--- src/logic/autoneg_regs_pkg.sv ---
// Constants shared by the auto-negotiation ability and identifier register logic
package autoneg_regs_pkg;

	// ==========================================================
	// Register indices and byte addresses
	localparam int unsigned          REG_IDX_W           = 8;
	localparam logic [REG_IDX_W-1:0] IDX_BASIC_STATUS    = 8'h01;
	localparam logic [REG_IDX_W-1:0] IDX_ID_LOW          = 8'h03;
	localparam logic [REG_IDX_W-1:0] IDX_LOCAL_ADVERTISE = 8'h04;
	localparam logic [REG_IDX_W-1:0] IDX_PARTNER_ABILITY = 8'h05;
	localparam logic [7:0]           ADDR_BASIC_STATUS    = IDX_BASIC_STATUS << 2;
	localparam logic [7:0]           ADDR_ID_LOW          = IDX_ID_LOW << 2;
	localparam logic [7:0]           ADDR_LOCAL_ADVERTISE = IDX_LOCAL_ADVERTISE << 2;
	localparam logic [7:0]           ADDR_PARTNER_ABILITY = IDX_PARTNER_ABILITY << 2;

	// ==========================================================
	// Identifier word fields
	localparam int unsigned ID_ORG_LSB   = 10;
	localparam int unsigned ID_MODEL_LSB = 4;
	localparam int unsigned ID_REV_LSB   = 0;

	// ==========================================================
	// Advertisement word fields
	localparam int unsigned ADV_MORE_PAGES_BIT = 15;
	localparam int unsigned ADV_FAULT_BIT      = 13;
	localparam int unsigned ADV_SPARE_BIT      = 12;
	localparam int unsigned ADV_ASYM_BIT       = 11;
	localparam int unsigned ADV_SYM_BIT        = 10;
	localparam int unsigned ADV_FOURPAIR_BIT   = 9;
	localparam int unsigned ADV_SPEED_MSB      = 8;
	localparam int unsigned ADV_SPEED_LSB      = 5;
	localparam logic [15:0] ADV_RESET          = 16'h0001;
	localparam logic [15:0] ADV_WRITE_MASK     = 16'hbfff;
	localparam logic [3:0]  ADV_NO_STRAP_SPEED = 4'hf;

	// ==========================================================
	// Partner ability word fields
	localparam logic [15:0] PARTNER_RESET         = 16'h0000;
	localparam logic [15:0] PARTNER_RESERVED_MASK = 16'h1000;

	// ==========================================================
	// Basic status word fields
	localparam int unsigned STATUS_DONE_BIT = 5;

	// ==========================================================
	// Strap capture timing, in ref_clk cycles after reset release
	localparam logic [1:0] STRAP_SETTLE_CYCLES = 2'h2;

endpackage

--- src/logic/partner_page_if.sv ---
// Carrier between the register front end and the partner page capture
`timescale 1ns/1ps
interface partner_page_if;
	logic [15:0] page_word;
	logic        page_valid;
	logic [15:0] ability_word;

	modport source (
		output page_word,
		output page_valid,
		input  ability_word
	);

	modport sink (
		input  page_word,
		input  page_valid,
		output ability_word
	);
endinterface

--- src/logic/partner_ability_capture.sv ---
// Holding register for the base page received from the link partner
`timescale 1ns/1ps
module partner_ability_capture (
	// Clock and reset
	input  wire logic    ref_clk,
	input  wire logic    srst,
	input  wire logic    clk_en,
	// Page path
	partner_page_if.sink pg
);

	logic [15:0] ability_reg;
	logic [15:0] ability_next;

	// ==========================================================
	// Whole-word load on a valid page
	always_comb begin
		ability_next = ability_reg;
		if (pg.page_valid) begin
			ability_next = pg.page_word & ~autoneg_regs_pkg::PARTNER_RESERVED_MASK;
		end
	end

	always_ff @(posedge ref_clk) begin
		if (srst) begin
			ability_reg <= autoneg_regs_pkg::PARTNER_RESET;
		end else if (clk_en) begin
			ability_reg <= ability_next;
		end
	end

	assign pg.ability_word = ability_reg;

endmodule

--- src/logic/autoneg_ability_id_regs.sv ---
// Identifier, local advertisement and partner ability registers behind Avalon-MM
`timescale 1ns/1ps

// Functional notes
// Identifier bits 15..10 return organization identifier bits 19 to 24 in order.
// Identifier bits 9..4 return the six-bit model code, MSB at bit 9.
// Identifier bits 3..0 return the revision code, MSB at bit 3.
// Host restarts negotiation after advertisement writes made before completion.
// Advertisement bit 15 is read-write, requests further software next pages.
// Advertisement bit 13 is read-write remote fault advertisement, reset zero.
// Advertisement bit 11 is read-write asymmetric pause, reset zero.
// Advertisement bit 10 is read-write symmetric pause, reset zero.
// Advertisement bit 9, four-pair 100M, is plain storage, reset zero.
// Advertisement bits 8..5 speed abilities; reset from straps, else one.
// Advertisement bits 4..0 read-write selector, reset to 00001.
// Partner register shows abilities received; may change after negotiation.
// Partner bit 15 more pages, bit 14 acknowledge, read-only.
// Partner bits 13, 11, 10 fault and pause; bit 12 reads zero.
// Partner bits 9..5 report the partner technology abilities.
// Partner register at index five is read-only, resets to zero.
// Status bit 5 reads one once negotiation completed, else zero.
// Partner register loads whole word in one cycle on a valid page.
module autoneg_ability_id_regs #(
	// Identity values; arbitrary
	parameter logic [5:0] ORG_ID_LOW = 6'h15,
	parameter logic [5:0] MODEL_CODE = 6'h2a,
	parameter logic [3:0] REV_CODE   = 4'h1
) (
	// Clock, reset, enable
	input  wire logic        ref_clk,
	input  wire logic        srst,
	input  wire logic        clk_en,
	// Avalon-MM slave
	input  wire logic [7:0]  avs_address,
	input  wire logic        avs_read,
	input  wire logic        avs_write,
	input  wire logic [31:0] avs_writedata,
	input  wire logic [3:0]  avs_byteenable,
	output logic      [31:0] avs_readdata,
	output logic             avs_waitrequest,
	// Negotiation engine side
	input  wire logic [15:0] partner_page_word,
	input  wire logic        partner_page_valid,
	input  wire logic        negotiation_done,
	output logic      [15:0] local_advert_word,
	output logic             advert_update,
	output logic             advert_update_early,
	output logic      [15:0] partner_ability_word,
	// Configuration strap pins
	input  wire logic        strap_enable,
	input  wire logic [3:0]  strap_speed_duplex
);

	// ==========================================================
	// Identifier word
	logic [15:0] id_low_word;

	// Identity codes are fixed at build time by the parameters
	always_comb begin
		id_low_word = 16'h0000;
		id_low_word[autoneg_regs_pkg::ID_ORG_LSB +: 6]   = ORG_ID_LOW;
		id_low_word[autoneg_regs_pkg::ID_MODEL_LSB +: 6] = MODEL_CODE;
		id_low_word[autoneg_regs_pkg::ID_REV_LSB +: 4]   = REV_CODE;
	end

	// ==========================================================
	// Strap pin synchronisers
	// Straps are asynchronous pins: two flops before any use
	logic [4:0] strap_meta_reg;
	logic [4:0] strap_sync_reg;
	logic [4:0] strap_meta_next;
	logic [4:0] strap_sync_next;

	always_comb begin
		strap_meta_next = {strap_enable, strap_speed_duplex};
		strap_sync_next = strap_meta_reg;
	end

	always_ff @(posedge ref_clk) begin
		if (srst) begin
			strap_meta_reg <= 5'h00;
			strap_sync_reg <= 5'h00;
		end else if (clk_en) begin
			strap_meta_reg <= strap_meta_next;
			strap_sync_reg <= strap_sync_next;
		end
	end

	// ==========================================================
	// Strap capture sequencer
	// Loading waits until the synchroniser holds sampled pins
	typedef enum logic [1:0] {
		STRAP_SETTLE,
		STRAP_LOAD,
		STRAP_IDLE
	} strap_state_t;

	strap_state_t strap_state_reg;
	strap_state_t strap_state_next;
	logic [1:0]   strap_cnt_reg;
	logic [1:0]   strap_cnt_next;
	logic         strap_load;

	always_comb begin
		strap_state_next = strap_state_reg;
		strap_cnt_next   = strap_cnt_reg;
		strap_load       = 1'b0;
		case (strap_state_reg)
			STRAP_SETTLE: begin
				strap_cnt_next = strap_cnt_reg + 2'h1;
				if (strap_cnt_reg == autoneg_regs_pkg::STRAP_SETTLE_CYCLES - 2'h1) begin
					strap_state_next = STRAP_LOAD;
				end
			end
			STRAP_LOAD: begin
				strap_load       = 1'b1;
				strap_state_next = STRAP_IDLE;
			end
			STRAP_IDLE: begin
				strap_state_next = STRAP_IDLE;
			end
			default: begin
				strap_state_next = STRAP_IDLE;
			end
		endcase
	end

	always_ff @(posedge ref_clk) begin
		if (srst) begin
			strap_state_reg <= STRAP_SETTLE;
			strap_cnt_reg   <= 2'h0;
		end else if (clk_en) begin
			strap_state_reg <= strap_state_next;
			strap_cnt_reg   <= strap_cnt_next;
		end
	end

	// ==========================================================
	// Partner page capture
	// Bit 12 is cleared inside the capture module
	partner_page_if pg ();

	assign pg.page_word  = partner_page_word;
	assign pg.page_valid = partner_page_valid;

	partner_ability_capture u_capture (
		.ref_clk (ref_clk),
		.srst    (srst),
		.clk_en  (clk_en),
		.pg      (pg)
	);

	// ==========================================================
	// Negotiation status copy
	// Same-clock input; one flop keeps the read path registered
	logic done_reg;
	logic done_next;

	always_comb begin
		done_next = negotiation_done;
	end

	always_ff @(posedge ref_clk) begin
		if (srst) begin
			done_reg <= 1'b0;
		end else if (clk_en) begin
			done_reg <= done_next;
		end
	end

	// ==========================================================
	// Bus decode
	// Byte addresses: register index times four
	logic        hit_status;
	logic        hit_id;
	logic        hit_adv;
	logic        hit_partner;
	logic        bus_req;
	logic [15:0] lane_mask;

	assign hit_status  = (avs_address == autoneg_regs_pkg::ADDR_BASIC_STATUS);
	assign hit_id      = (avs_address == autoneg_regs_pkg::ADDR_ID_LOW);
	assign hit_adv     = (avs_address == autoneg_regs_pkg::ADDR_LOCAL_ADVERTISE);
	assign hit_partner = (avs_address == autoneg_regs_pkg::ADDR_PARTNER_ABILITY);
	assign bus_req     = avs_read || avs_write;

	// One mask byte per enabled lane; lanes 2 and 3 are ignored
	for (genvar lane = 0; lane < 2; lane++) begin : g_lane_mask
		assign lane_mask[lane*8 +: 8] = {8{avs_byteenable[lane]}};
	end

	// ==========================================================
	// Register read mux
	logic [15:0] adv_reg;
	logic [15:0] read_word;

	always_comb begin
		read_word = 16'h0000;
		if (hit_status) begin
			read_word[autoneg_regs_pkg::STATUS_DONE_BIT] = done_reg;
		end else if (hit_id) begin
			read_word = id_low_word; // see R1 // see R2 //
		end else if (hit_adv) begin
			read_word = adv_reg;
		end else if (hit_partner) begin
			read_word = pg.ability_word; // see R13 // see R14 // see R15 //
		end
	end

	// ==========================================================
	// Bus handshake: one wait cycle, then one answer cycle
	logic        req_seen;
	logic        req_done;
	logic [31:0] rdata_reg;
	logic [31:0] rdata_next;
	logic        wait_reg;
	logic        wait_next;

	assign req_seen = bus_req && wait_reg;
	assign req_done = bus_req && !wait_reg;

	// A request still held after its answer is taken as a new one
	always_comb begin
		rdata_next = rdata_reg;
		wait_next  = 1'b1;
		if (req_seen) begin
			// Answer prepared here so readdata comes from a flop
			wait_next = 1'b0;
			if (avs_read) begin
				rdata_next = {16'h0000, read_word};
			end
		end
	end

	always_ff @(posedge ref_clk) begin
		if (srst) begin
			rdata_reg <= 32'h0000_0000;
			wait_reg  <= 1'b1;
		end else if (clk_en) begin
			rdata_reg <= rdata_next;
			wait_reg  <= wait_next;
		end
	end

	// ==========================================================
	// Advertisement register and update pulses
	logic [15:0] adv_next;
	logic        upd_reg;
	logic        upd_next;
	logic        early_reg;
	logic        early_next;
	logic [15:0] wr_mask;

	always_comb begin
		adv_next   = adv_reg;
		upd_next   = 1'b0;
		early_next = 1'b0;
		wr_mask    = lane_mask & autoneg_regs_pkg::ADV_WRITE_MASK;
		// Speed abilities from straps, or all ones when strapping is off
		if (strap_load) begin
			if (strap_sync_reg[4]) begin
				adv_next[autoneg_regs_pkg::ADV_SPEED_MSB:autoneg_regs_pkg::ADV_SPEED_LSB] =
					strap_sync_reg[3:0];
			end else begin
				adv_next[autoneg_regs_pkg::ADV_SPEED_MSB:autoneg_regs_pkg::ADV_SPEED_LSB] =
					autoneg_regs_pkg::ADV_NO_STRAP_SPEED;
			end
		end
		// Write lands on the completing cycle, after any strap load
		// Bit 14 is outside the write mask and stays zero
		if (req_done && avs_write && hit_adv) begin
			// see R5 // see R6 // see R7 // see R8 // see R9 //
			adv_next   = (adv_next & ~wr_mask) | (avs_writedata[15:0] & wr_mask);
			upd_next   = 1'b1;
			early_next = !done_reg;
		end
	end

	always_ff @(posedge ref_clk) begin
		if (srst) begin
			adv_reg   <= autoneg_regs_pkg::ADV_RESET; // see R6 // see R7 // see R8 //
			upd_reg   <= 1'b0;
			early_reg <= 1'b0;
		end else if (clk_en) begin
			adv_reg   <= adv_next;
			upd_reg   <= upd_next;
			early_reg <= early_next;
		end
	end

	// ==========================================================
	// Outputs
	// Every output below is a flop
	assign avs_readdata         = rdata_reg;
	assign avs_waitrequest      = wait_reg;
	assign local_advert_word    = adv_reg;
	assign advert_update        = upd_reg;
	assign advert_update_early  = early_reg;
	assign partner_ability_word = pg.ability_word;

endmodule

--- config.mk ---
export PLATFORM = sky130hd
export DESIGN_NAME = autoneg_ability_id_regs
export DESIGN_NICKNAME = d
export VERILOG_FILES = /design/src/logic/autoneg_regs_pkg.sv /design/src/logic/partner_page_if.sv /design/src/logic/partner_ability_capture.sv /design/src/logic/autoneg_ability_id_regs.sv
export SDC_FILE = /design/constraint.sdc
export NUM_CORES = 1
export LEC_CHECK = 0
export BUFFER_PORTS_ARGS = -buffer_cell sky130_fd_sc_hd__buf_4
export CELL_PAD_IN_SITES_DETAIL_PLACEMENT = 1
export CELL_PAD_IN_SITES_GLOBAL_PLACEMENT = 1
export CORE_AREA = 2 2 117 74
export CTS_BUF_LIST = sky130_fd_sc_hd__clkbuf_8
export CTS_CLUSTER_DIAMETER = 80
export DETAILED_ROUTE_END_ITERATION = 12
export DIE_AREA = 0 0 119 76
export HOLD_SLACK_MARGIN = 0.02
export PLACE_DENSITY = 0.94
export SLEW_MARGIN = 0
export SYNTH_ARGS = -nofsm -noshare
export SYNTH_HDL_FRONTEND = slang
export SYNTH_SLANG_ARGS = --single-unit
export TNS_END_PERCENT = 5
--- constraint.sdc ---
create_clock -name ref_clk -period 3.5 [get_ports ref_clk]
set_clock_uncertainty 0.05 [all_clocks]
set_input_delay 0.35 -clock ref_clk [delete_from_list [all_inputs] [get_ports ref_clk]]
set_output_delay 0.35 -clock ref_clk [all_outputs]
set_load 0.005 [all_outputs]
After elaboration in Yosys (flattened, before gate mapping)
Cells that the tools add are included.
{ "word_totals": {"reg_bits": 65, "latch_bits": 0, "ram_bits": 0, "mem_bits_ro": 0, "input_bits": 72, "out_inout_bits": 67, "elab_cells": 52, "memories": 0} }
{ "op_classes": {"add_sub_neg": 1, "mul": 0, "div_mod_pow": 0, "n_lt_le_gt_ge": 0, "eq_ne": 7, "shifts": 0, "mux": 15, "n_bitwise": 4, "n_reduce_logical": 13} }
{ "op_table": {"columns": ["operator", "n"], "rows": [
  ["two-way mux 16 bit", 3],
  ["AND 16 bit", 2],
  ["equality test 8 x 5 -> 1 bit (second input constant)", 2],
  ["inverter 16 bit", 1],
  ["OR 16 bit", 1],
  ["two-way mux 10 bit", 1],
  ["two-way mux 9 bit", 1],
  ["equality test 8 x 3 -> 1 bit (second input constant)", 1],
  ["equality test 8 x 4 -> 1 bit (second input constant)", 1],
  ["two-way mux 4 bit", 2],
  ["AND reduction 2 bit", 4],
  ["two-way mux 1 bit", 5],
  ["two-way mux 5 bit", 1],
  ["equality test 2 x 1 -> 1 bit (second input constant)", 2],
  ["logical AND 1 bit", 4],
  ["two-way mux 2 bit", 2],
  ["AND reduction 3 bit", 1],
  ["adder 2 x 1 -> 2 bit (second input constant)", 1],
  ["zero test 1 bit", 2],
  ["zero test 2 bit", 1],
  ["!= test 2 bit (second input constant)", 1],
  ["logical OR 1 bit", 1]
]} }

Logic depth before layout (Yosys ltp)
Gate-level depths: netlist of run 1.
{ "depth": {"depth_word": 6, "ltp_mapped": 6, "ltp_nobuf": 5} }

Cells and area by module
A second synthesis of run 1 with hierarchy kept.
{ "hier_totals": {"hier_cells": 311, "hier_area_um2": 2995.4} }
{ "by_module_without_submodules": {"columns": ["mod", "instances", "cells_each", "area_per_inst_um2", "seq_area_each_um2"], "rows": [
  ["autoneg_ability_id_regs", 1, 242, 2293.4, 980.9],
  ["partner_ability_capture", 1, 69, 701.9, 300.3]
]} }

Worst setup path after synthesis of run 1
OpenSTA, ideal clock, no wires.
{ "synth_path": {"path_type": "input to register", "start": "input avs_address[5]", "end": "register adv_reg[5] (netlist: local_advert_word[5])", "setup_time_ns": 0.122, "arrival_time_ns": 1.919, "required_ns": 3.328, "setup_slack_ns": 1.410, "cell_stages": 5, "n_path_buf": 1, "path_cell_list": "or4_1 buf_2 nor4_4 nor2_2 a221o_1"} }
{ "synth_via": {"elab_chain_cells": 3} }
{ "synth_rtl": {"columns": ["item", "line", "text"], "rows": [
  ["from (decl)", "autoneg_ability_id_regs.sv:34", "input wire logic [7:0] avs_address,"],
  ["equality test 8 x 5 -> 1 bit", "autoneg_ability_id_regs.sv:183", "assign hit_adv = (avs_address == autoneg_regs_pkg::ADDR_LOCAL_ADVERTISE);"],
  ["logical AND 1 bit", "autoneg_ability_id_regs.sv:271", "if (req_done && avs_write && hit_adv) begin"],
  ["two-way mux 9 bit", "autoneg_ability_id_regs.sv:271", null],
  ["to (signal assigned)", "autoneg_ability_id_regs.sv:281", "adv_reg <= autoneg_regs_pkg::ADV_RESET;"],
  ["to (signal assigned)", "autoneg_ability_id_regs.sv:285", "adv_reg <= adv_next;"],
  ["to (decl)", "autoneg_ability_id_regs.sv:194", "logic [15:0] adv_reg;"]
]} }
Every way passes these cells.
A chain may end at the register's enable or synchronous reset.

Worst setup path after layout of run 1
{ "layout_path": {"start": "register wait_reg (netlist: avs_waitrequest)", "end": "register adv_reg[5] (netlist: local_advert_word[5])"} }
{ "layout_via": {"elab_chain_cells": 5} }
{ "layout_rtl": {"columns": ["item", "line", "text"], "rows": [
  ["from (decl)", "autoneg_ability_id_regs.sv:216", "logic wait_reg;"],
  ["from (signal assigned)", "autoneg_ability_id_regs.sv:241", "wait_reg <= wait_next;"],
  ["zero test 1 bit", "autoneg_ability_id_regs.sv:220", "assign req_done = bus_req && !wait_reg;"],
  ["logical AND 1 bit", "autoneg_ability_id_regs.sv:220", null],
  ["logical AND 1 bit (2 in series)", "autoneg_ability_id_regs.sv:271", null],
  ["two-way mux 9 bit", "autoneg_ability_id_regs.sv:271", null]
]} }
Every way passes these cells.

==> flow_metrics.py, run 1 <==
metrics = {
    "placed_design": {
        "dp_hpwl_mm": 6.31,
        "portBuffers": 100,
        "pre_cts_ws_ps": 973,
        "place_area_um2": 3550,
        "globalplace.congestion": 0.805,
        "place_inst": 510,
    },
    "hold_path": {
        "min-delay-start": "avs_writedata[0]",
        "holdPathStages": 3,
        "min_path_type": "in -> reg",
    },
    "timing": {
        "hold_viol_final": 0,
        "min_period_ps": 2250,
        "fin_crit_sh": 0.644,
        "setup_tns_ps": 0,
        "slew_violations": 0,
        "worst_slack_ps": 1250,
        "relSlewSlack": 0.443,
        "worst_pin_slew_ps": 829,
        "fmax_ghz": 0.444,
        "finalSetupViolCount": 0,
        "holdWs_ps": 197,
        "rsz0062_at_grt": "no",
    },
    "floorplan": {
        "io_pins": 139,
        "rows": 26,
        "dieArea_um2": 9040,
        "start_util": 0.346,
        "die_h_um": 76,
        "die_w_um": 119,
        "core_um2": 8100,
    },
    "critical_path": {
        "worstReg2RegStart": "avs_waitrequest$_SDFFE_PP1P_",
        "required_ps": 3670,
        "critPathMaxFanout": 8,
        "r2r_slack_ps": 1250,
        "cp_data_arrival_time_ps": 2430,
        "path_class": "reg -> reg",
        "crit_start": "avs_waitrequest$_SDFFE_PP1P_",
        "rr_worst_depth": 4,
        "endpoint_kind": "flip-flop",
        "startpoint_type": "flip-flop",
    },
    "finish": {
        "post-route-util": 0.459,
        "area_growth_pct": 32.9,
        "fin_area_um2": 3720,
        "fin_nets": 482,
        "layout_commonest_cell": "buf_4",
        "layout-drive-gt1-share": 0.295,
        "fin_cells": 526,
        "n_fill_cell": 970,
        "num_antenna_cells": 0,
        "most-common-layout-cells": "buf_4, dfxtp_1, nand2_1",
    },
    "grt": {
        "antenna_found_initial": 0,
        "grt_pass1_vias": 2552,
        "grt_usage": 0.189,
        "grt-ovfl-total": 0,
        "grt_max_degree": 54,
        "met2_usage": 0.315,
        "grt_pass1_wl_mm": 13.5,
        "use_met3": 0.0591,
        "grt.busiest_layer": "met2",
        "grt_use_met1": 0.237,
    },
    "detailed_routing": {
        "drt_iter0_markers": 137,
        "firstDrtPassIters": 4,
        "drc": 0,
        "antenna_left": 0,
        "via_per_inst": 4.81,
        "via_count": 2529,
        "wirelength_mm": 8.38,
        "wl_per_cell_um": 15.9,
    },
    "synth": {
        "async_flop_share": 0,
        "avgSynthCellArea_um2": 8.86,
        "synth-seq-cells": 64,
        "yosysSeqAreaShare": 0.458,
        "synth_ff_type": "dfxtp_1",
        "netlist_area_um2": 2800,
        "yosys_warnings": 0,
        "synth_edf_count": 0,
        "synth.distinct_cells": 41,
        "synthCells": 316,
    },
    "clock_tree": {
        "cts_tree": "done",
        "ctsResizeCount": 0,
        "clk_path_buf_depth": 2,
        "cts_setup_buffers": 0,
        "cts_root_buffer": "clkbuf_8",
        "worst_skew_pair.late_latency_ps": 340,
        "holdBufCountCts": 0,
        "cts_buffers": 9,
        "cts-htree-levels": 3,
        "clkSinkCount": 64,
        "clkTransAtPathRegs_ps": 70,
    },
    "power": {
        "power_density_nw_per_um2": 403,
        "ir_drop_uv": 206,
        "p_leak_nw": 1.63,
        "power_mw": 1.50,
    },
    "job": {
        "drv_cap": 0,
    },
    "status": {
        "outcome": "finished, final reports clean",
    },
}
==> synth_stat cells (4+ instances only) <==
library cell / number / share of area
dfxtp_1: 64 / 0.46
and2_1: 5 / 0.011
nand2b_1: 6 / 0.013
a21oi_1: 26 / 0.046
inv_1: 4 / 0.0054
nand3_1: 4 / 0.0071
clkbuf_1: 13 / 0.017
nor2_1: 32 / 0.043
nor3_1: 5 / 0.0089
nand2_1: 48 / 0.064
buf_4: 18 / 0.048
mux2i_1: 34 / 0.12
o21ai_0: 14 / 0.025
==> path summary, 6_finish.rpt <==
| path | end |
|---|---|
| min | flip-flop |
| max | local_advert_word[5]$_SDFFE_PP0P_ |
| min reg2reg | avs_readdata[2]$_SDFFE_PP0P_ |
| max reg2reg | local_advert_word[5]$_SDFFE_PP0P_ |
==> per-layer routing <==
metal | share of wire | wire length, µm | up-vias
met3 | 0.070 | 587 | 8
met1 | 0.45 | 3730 | 1206
met2 | 0.47 | 3970 | 83
li1 | - | - | 1232
met5 | 0 | 0 | -
met4 | 0.010 | 87 | 0
==> logic make-up after synthesis <==
kind of cell               count (synthesis)  synth area share
DFF                                       64             0.458
buffers and inverters                     39            0.0769
adders and majority gates                  1           0.00447
AOI/OAI and AO/OA                         52             0.108
other                                      1           0.00134
xor gates and xnor gates                   1           0.00313
muxes                                     37             0.134
and+or+nand+nor                          121             0.215
==> critical path, cell delays in order (launching register included) <==
cell,delay (ps)
dfxtp_1,360
or3b_2,540
nor4_2,710
a21oi_1,180
a221o_1,290
==> report_power, final <==
| part | switching (mW) | total, mW | internal, mW |
|---|---|---|---|
| Sequential | 0.0190 | 0.771 | 0.752 |
| Combinational | 0.0897 | 0.179 | 0.0890 |
| Clock | 0.284 | 0.550 | 0.266 |
==> final cells by class <==
| class | instances | area [µm²] | area share |
|---|---|---|---|
| Sequential cell | 64 | 1280 | 0.344 |
| Multi-Input combinational cell | 230 | 1370 | 0.368 |
| Clock inverter | 6 | 28.8 | 0.00773 |
| Inverter | 4 | 15.0 | 0.00403 |
| Clock buffer | 10 | 138 | 0.0370 |
| Timing Repair Buffer | 100 | 751 | 0.202 |
| Tap cell | 112 | 140 | 0.0377 |
(Power assumes the default switching activity.)
==> run 2: changes to the inputs <==
- ABC_AREA: not set -> 1
- CORE_AREA: 2 2 117 74 -> 2 2 132 83
- DIE_AREA: 0 0 119 76 -> 0 0 134 85
- PLACE_DENSITY: 0.94 -> 0.84
- clock period: 3.5 -> 1.9 ns (I/O delays scaled with it)
==> flow_metrics.py, run 2 <==
metrics = {
    "status": {
        "outcome": "finished, final reports clean",
    },
    "synth": {
        "synthCells": 402,
        "yosysSeqAreaShare": 0.444,
        "synth-seq-cells": 64,
        "synth_area_leaders": "dfxtp_1, nand2_1, o21ai_0",
        "synth_ff_type": "dfxtp_1",
        "yosys_warnings": 0,
        "netlist_area_um2": 2880,
        "synth.distinct_cells": 26,
        "yosysMostFrequentCell": "nand2_1",
        "synth_edf_count": 0,
        "synthTopCellsByCount": "nand2_1, dfxtp_1, nor2_1",
        "async_flop_share": 0,
        "yosysTopAreaCell": "dfxtp_1",
        "yosysTopAreaCellShare": 0.444,
        "avgSynthCellArea_um2": 7.17,
    },
    "timing": {
        "relSlewSlack": 0.610,
        "rsz0062_at_grt": "no",
        "worst_pin_slew_ps": 584,
        "min_period_ps": 1560,
        "fin_crit_sh": 0.821,
        "fmax_ghz": 0.641,
        "slew_violations": 0,
        "hold_viol_final": 0,
        "setup_tns_ps": 0,
        "finalSetupViolCount": 0,
    },
    "clock_tree": {
        "cts-htree-levels": 3,
        "clk_path_buf_depth": 2,
        "cts_buffers": 9,
        "worst_skew_pair.late_latency_ps": 340,
        "ctsResizeCount": 0,
        "cts_tree": "done",
        "cts_root_buffer": "clkbuf_8",
        "clkTransAtPathRegs_ps": 70,
        "clkSinkCount": 64,
    },
    "finish": {
        "fin_nets": 584,
        "seqCellArea_um2": 1280,
        "most-common-layout-cells": "buf_4, nand2_1, dfxtp_1",
        "layout_commonest_cell": "buf_4",
        "num_antenna_cells": 0,
        "multi_input_area_um2": 1330,
        "layout-drive-gt1-share": 0.271,
        "area_growth_pct": 39.4,
        "fin_cells": 655,
        "post-route-util": 0.394,
        "n_fill_cell": 1296,
    },
    "detailed_routing": {
        "drc": 0,
        "wirelength_mm": 9.85,
        "via_count": 2978,
        "firstDrtPassIters": 4,
        "via_per_inst": 4.55,
        "drt_iter0_markers": 93,
        "antenna_left": 0,
        "wl_per_cell_um": 15.0,
    },
    "critical_path": {
        "required_ps": 2080,
        "crit_start": "avs_waitrequest$_SDFFE_PP1P_",
        "cp_data_arrival_time_ps": 1740,
        "startpoint_type": "flip-flop",
        "worstReg2RegStart": "avs_waitrequest$_SDFFE_PP1P_",
        "critPathMaxFanout": 6,
        "rr_worst_depth": 6,
        "endpoint_kind": "flip-flop",
        "path_class": "reg -> reg",
        "r2r_slack_ps": 340,
    },
    "power": {
        "p_leak_nw": 1.80,
        "power_density_nw_per_um2": 748,
        "ir_drop_uv": 317,
    },
    "floorplan": {
        "die_w_um": 134,
        "rows": 29,
        "io_pins": 139,
        "start_util": 0.283,
        "core_um2": 10200,
        "dieArea_um2": 11400,
        "die_h_um": 85,
    },
    "grt": {
        "grt_max_degree": 28,
        "grt-ovfl-total": 0,
        "antenna_found_initial": 0,
        "grt_pass1_wl_mm": 15.6,
        "grt_pass1_vias": 3062,
        "grt_usage": 0.175,
    },
    "hold_path": {
        "min_path_type": "in -> reg",
    },
    "placed_design": {
        "place_inst": 632,
        "globalplace.congestion": 0.826,
        "portBuffers": 100,
        "dp_hpwl_mm": 7.49,
    },
    "job": {
        "drv_cap": 0,
    },
}
[run 2: cell families (layout without fill, tap and decap cells)]
logic type / after synthesis / count (layout) / share of synthesized area
and+or+nand+nor: 172 / 172 / 0.266
other: 1 / 18 / 0.00130
DFF: 64 / 64 / 0.444
adders and majority gates: 1 / 1 / 0.00434
AOI/OAI and AO/OA: 95 / 95 / 0.166
buffers and inverters: 69 / 166 / 0.118
[run 2: metrics by stage]
| stage | hold slack [ps] | total power [mW] | instance area, µm² | setup slack (ps) |
|---|---|---|---|---|
| 6_report | 31.5 | 3.01 | 4020 | 340 |
| 5_1_grt | 26.5 | 3.15 | 4020 | 206 |
| 4_1_cts | 20.1 | 3.05 | 4020 | 346 |
| 3_5_place_dp | 371 | 1.81 | 3740 | 250 |
| 3_3_place_gp | 367 | 1.79 | 3740 | 325 |
| 2_1_floorplan | 266 | 1.64 | 2950 | 634 |
[run 2: final cells by class]
cell class	count	share of cell area
multi-input cells	286	0.330
flip-flops and latches	64	0.319
repair buffers	117	0.226
clock inverters	5	0.0140
clock buffers	11	0.0377
inverters	33	0.0308
well taps	139	0.0433
[run 2: what timing repair did]
action,4_1_cts,5_1_grt
setup endpoints to repair,0,0
setup buffers,0,0
hold endpoints to repair,7,0
hold buffers,7,0
[run 2: power breakdown]
part | switching (mW) | internal [mW]
sequential | 0.0378 | 1.39
combinational | 0.192 | 0.171
clock | 0.541 | 0.673
[run 2: worst max-delay path: stages, from the launching register on]
cell	delay, ps
dfxtp_1	390
nor2_2	360
nand3_2	210
nor2_4	200
inv_2	90
nor2_1	100
nor2_1	50
[run 2: worst min path at each step]
| stage | endpoint | slack [ps] | depth (start not counted) | start |
|---|---|---|---|---|
| after global placement | strap_meta_reg[1]$_SDFFE_PP0P_ | 370 | 3 | strap_speed_duplex[1] |
| after detailed placement | flip-flop | 370 | 3 | avs_writedata[2] |
| after global routing | strap_meta_reg[0]$_SDFFE_PP0P_ | 30 | 3 | strap_speed_duplex[0] |
| final | strap_meta_reg[4]$_SDFFE_PP0P_ | 30 | 3 | strap_enable |
| after floorplan | flip-flop | 270 | 2 | avs_writedata[0] |
| after CTS | strap_meta_reg[3]$_SDFFE_PP0P_ | 20 | 3 | strap_speed_duplex[3] |
[run 2: routing by layer]
layer	GRT usage	vias to the layer above	routed length [µm]
met1	0.223	1398	4600
met2	0.285	89	4460
met4	0.0474	0	93
met5	0	-	0
li1	-	1480	-
met3	0.0621	11	698
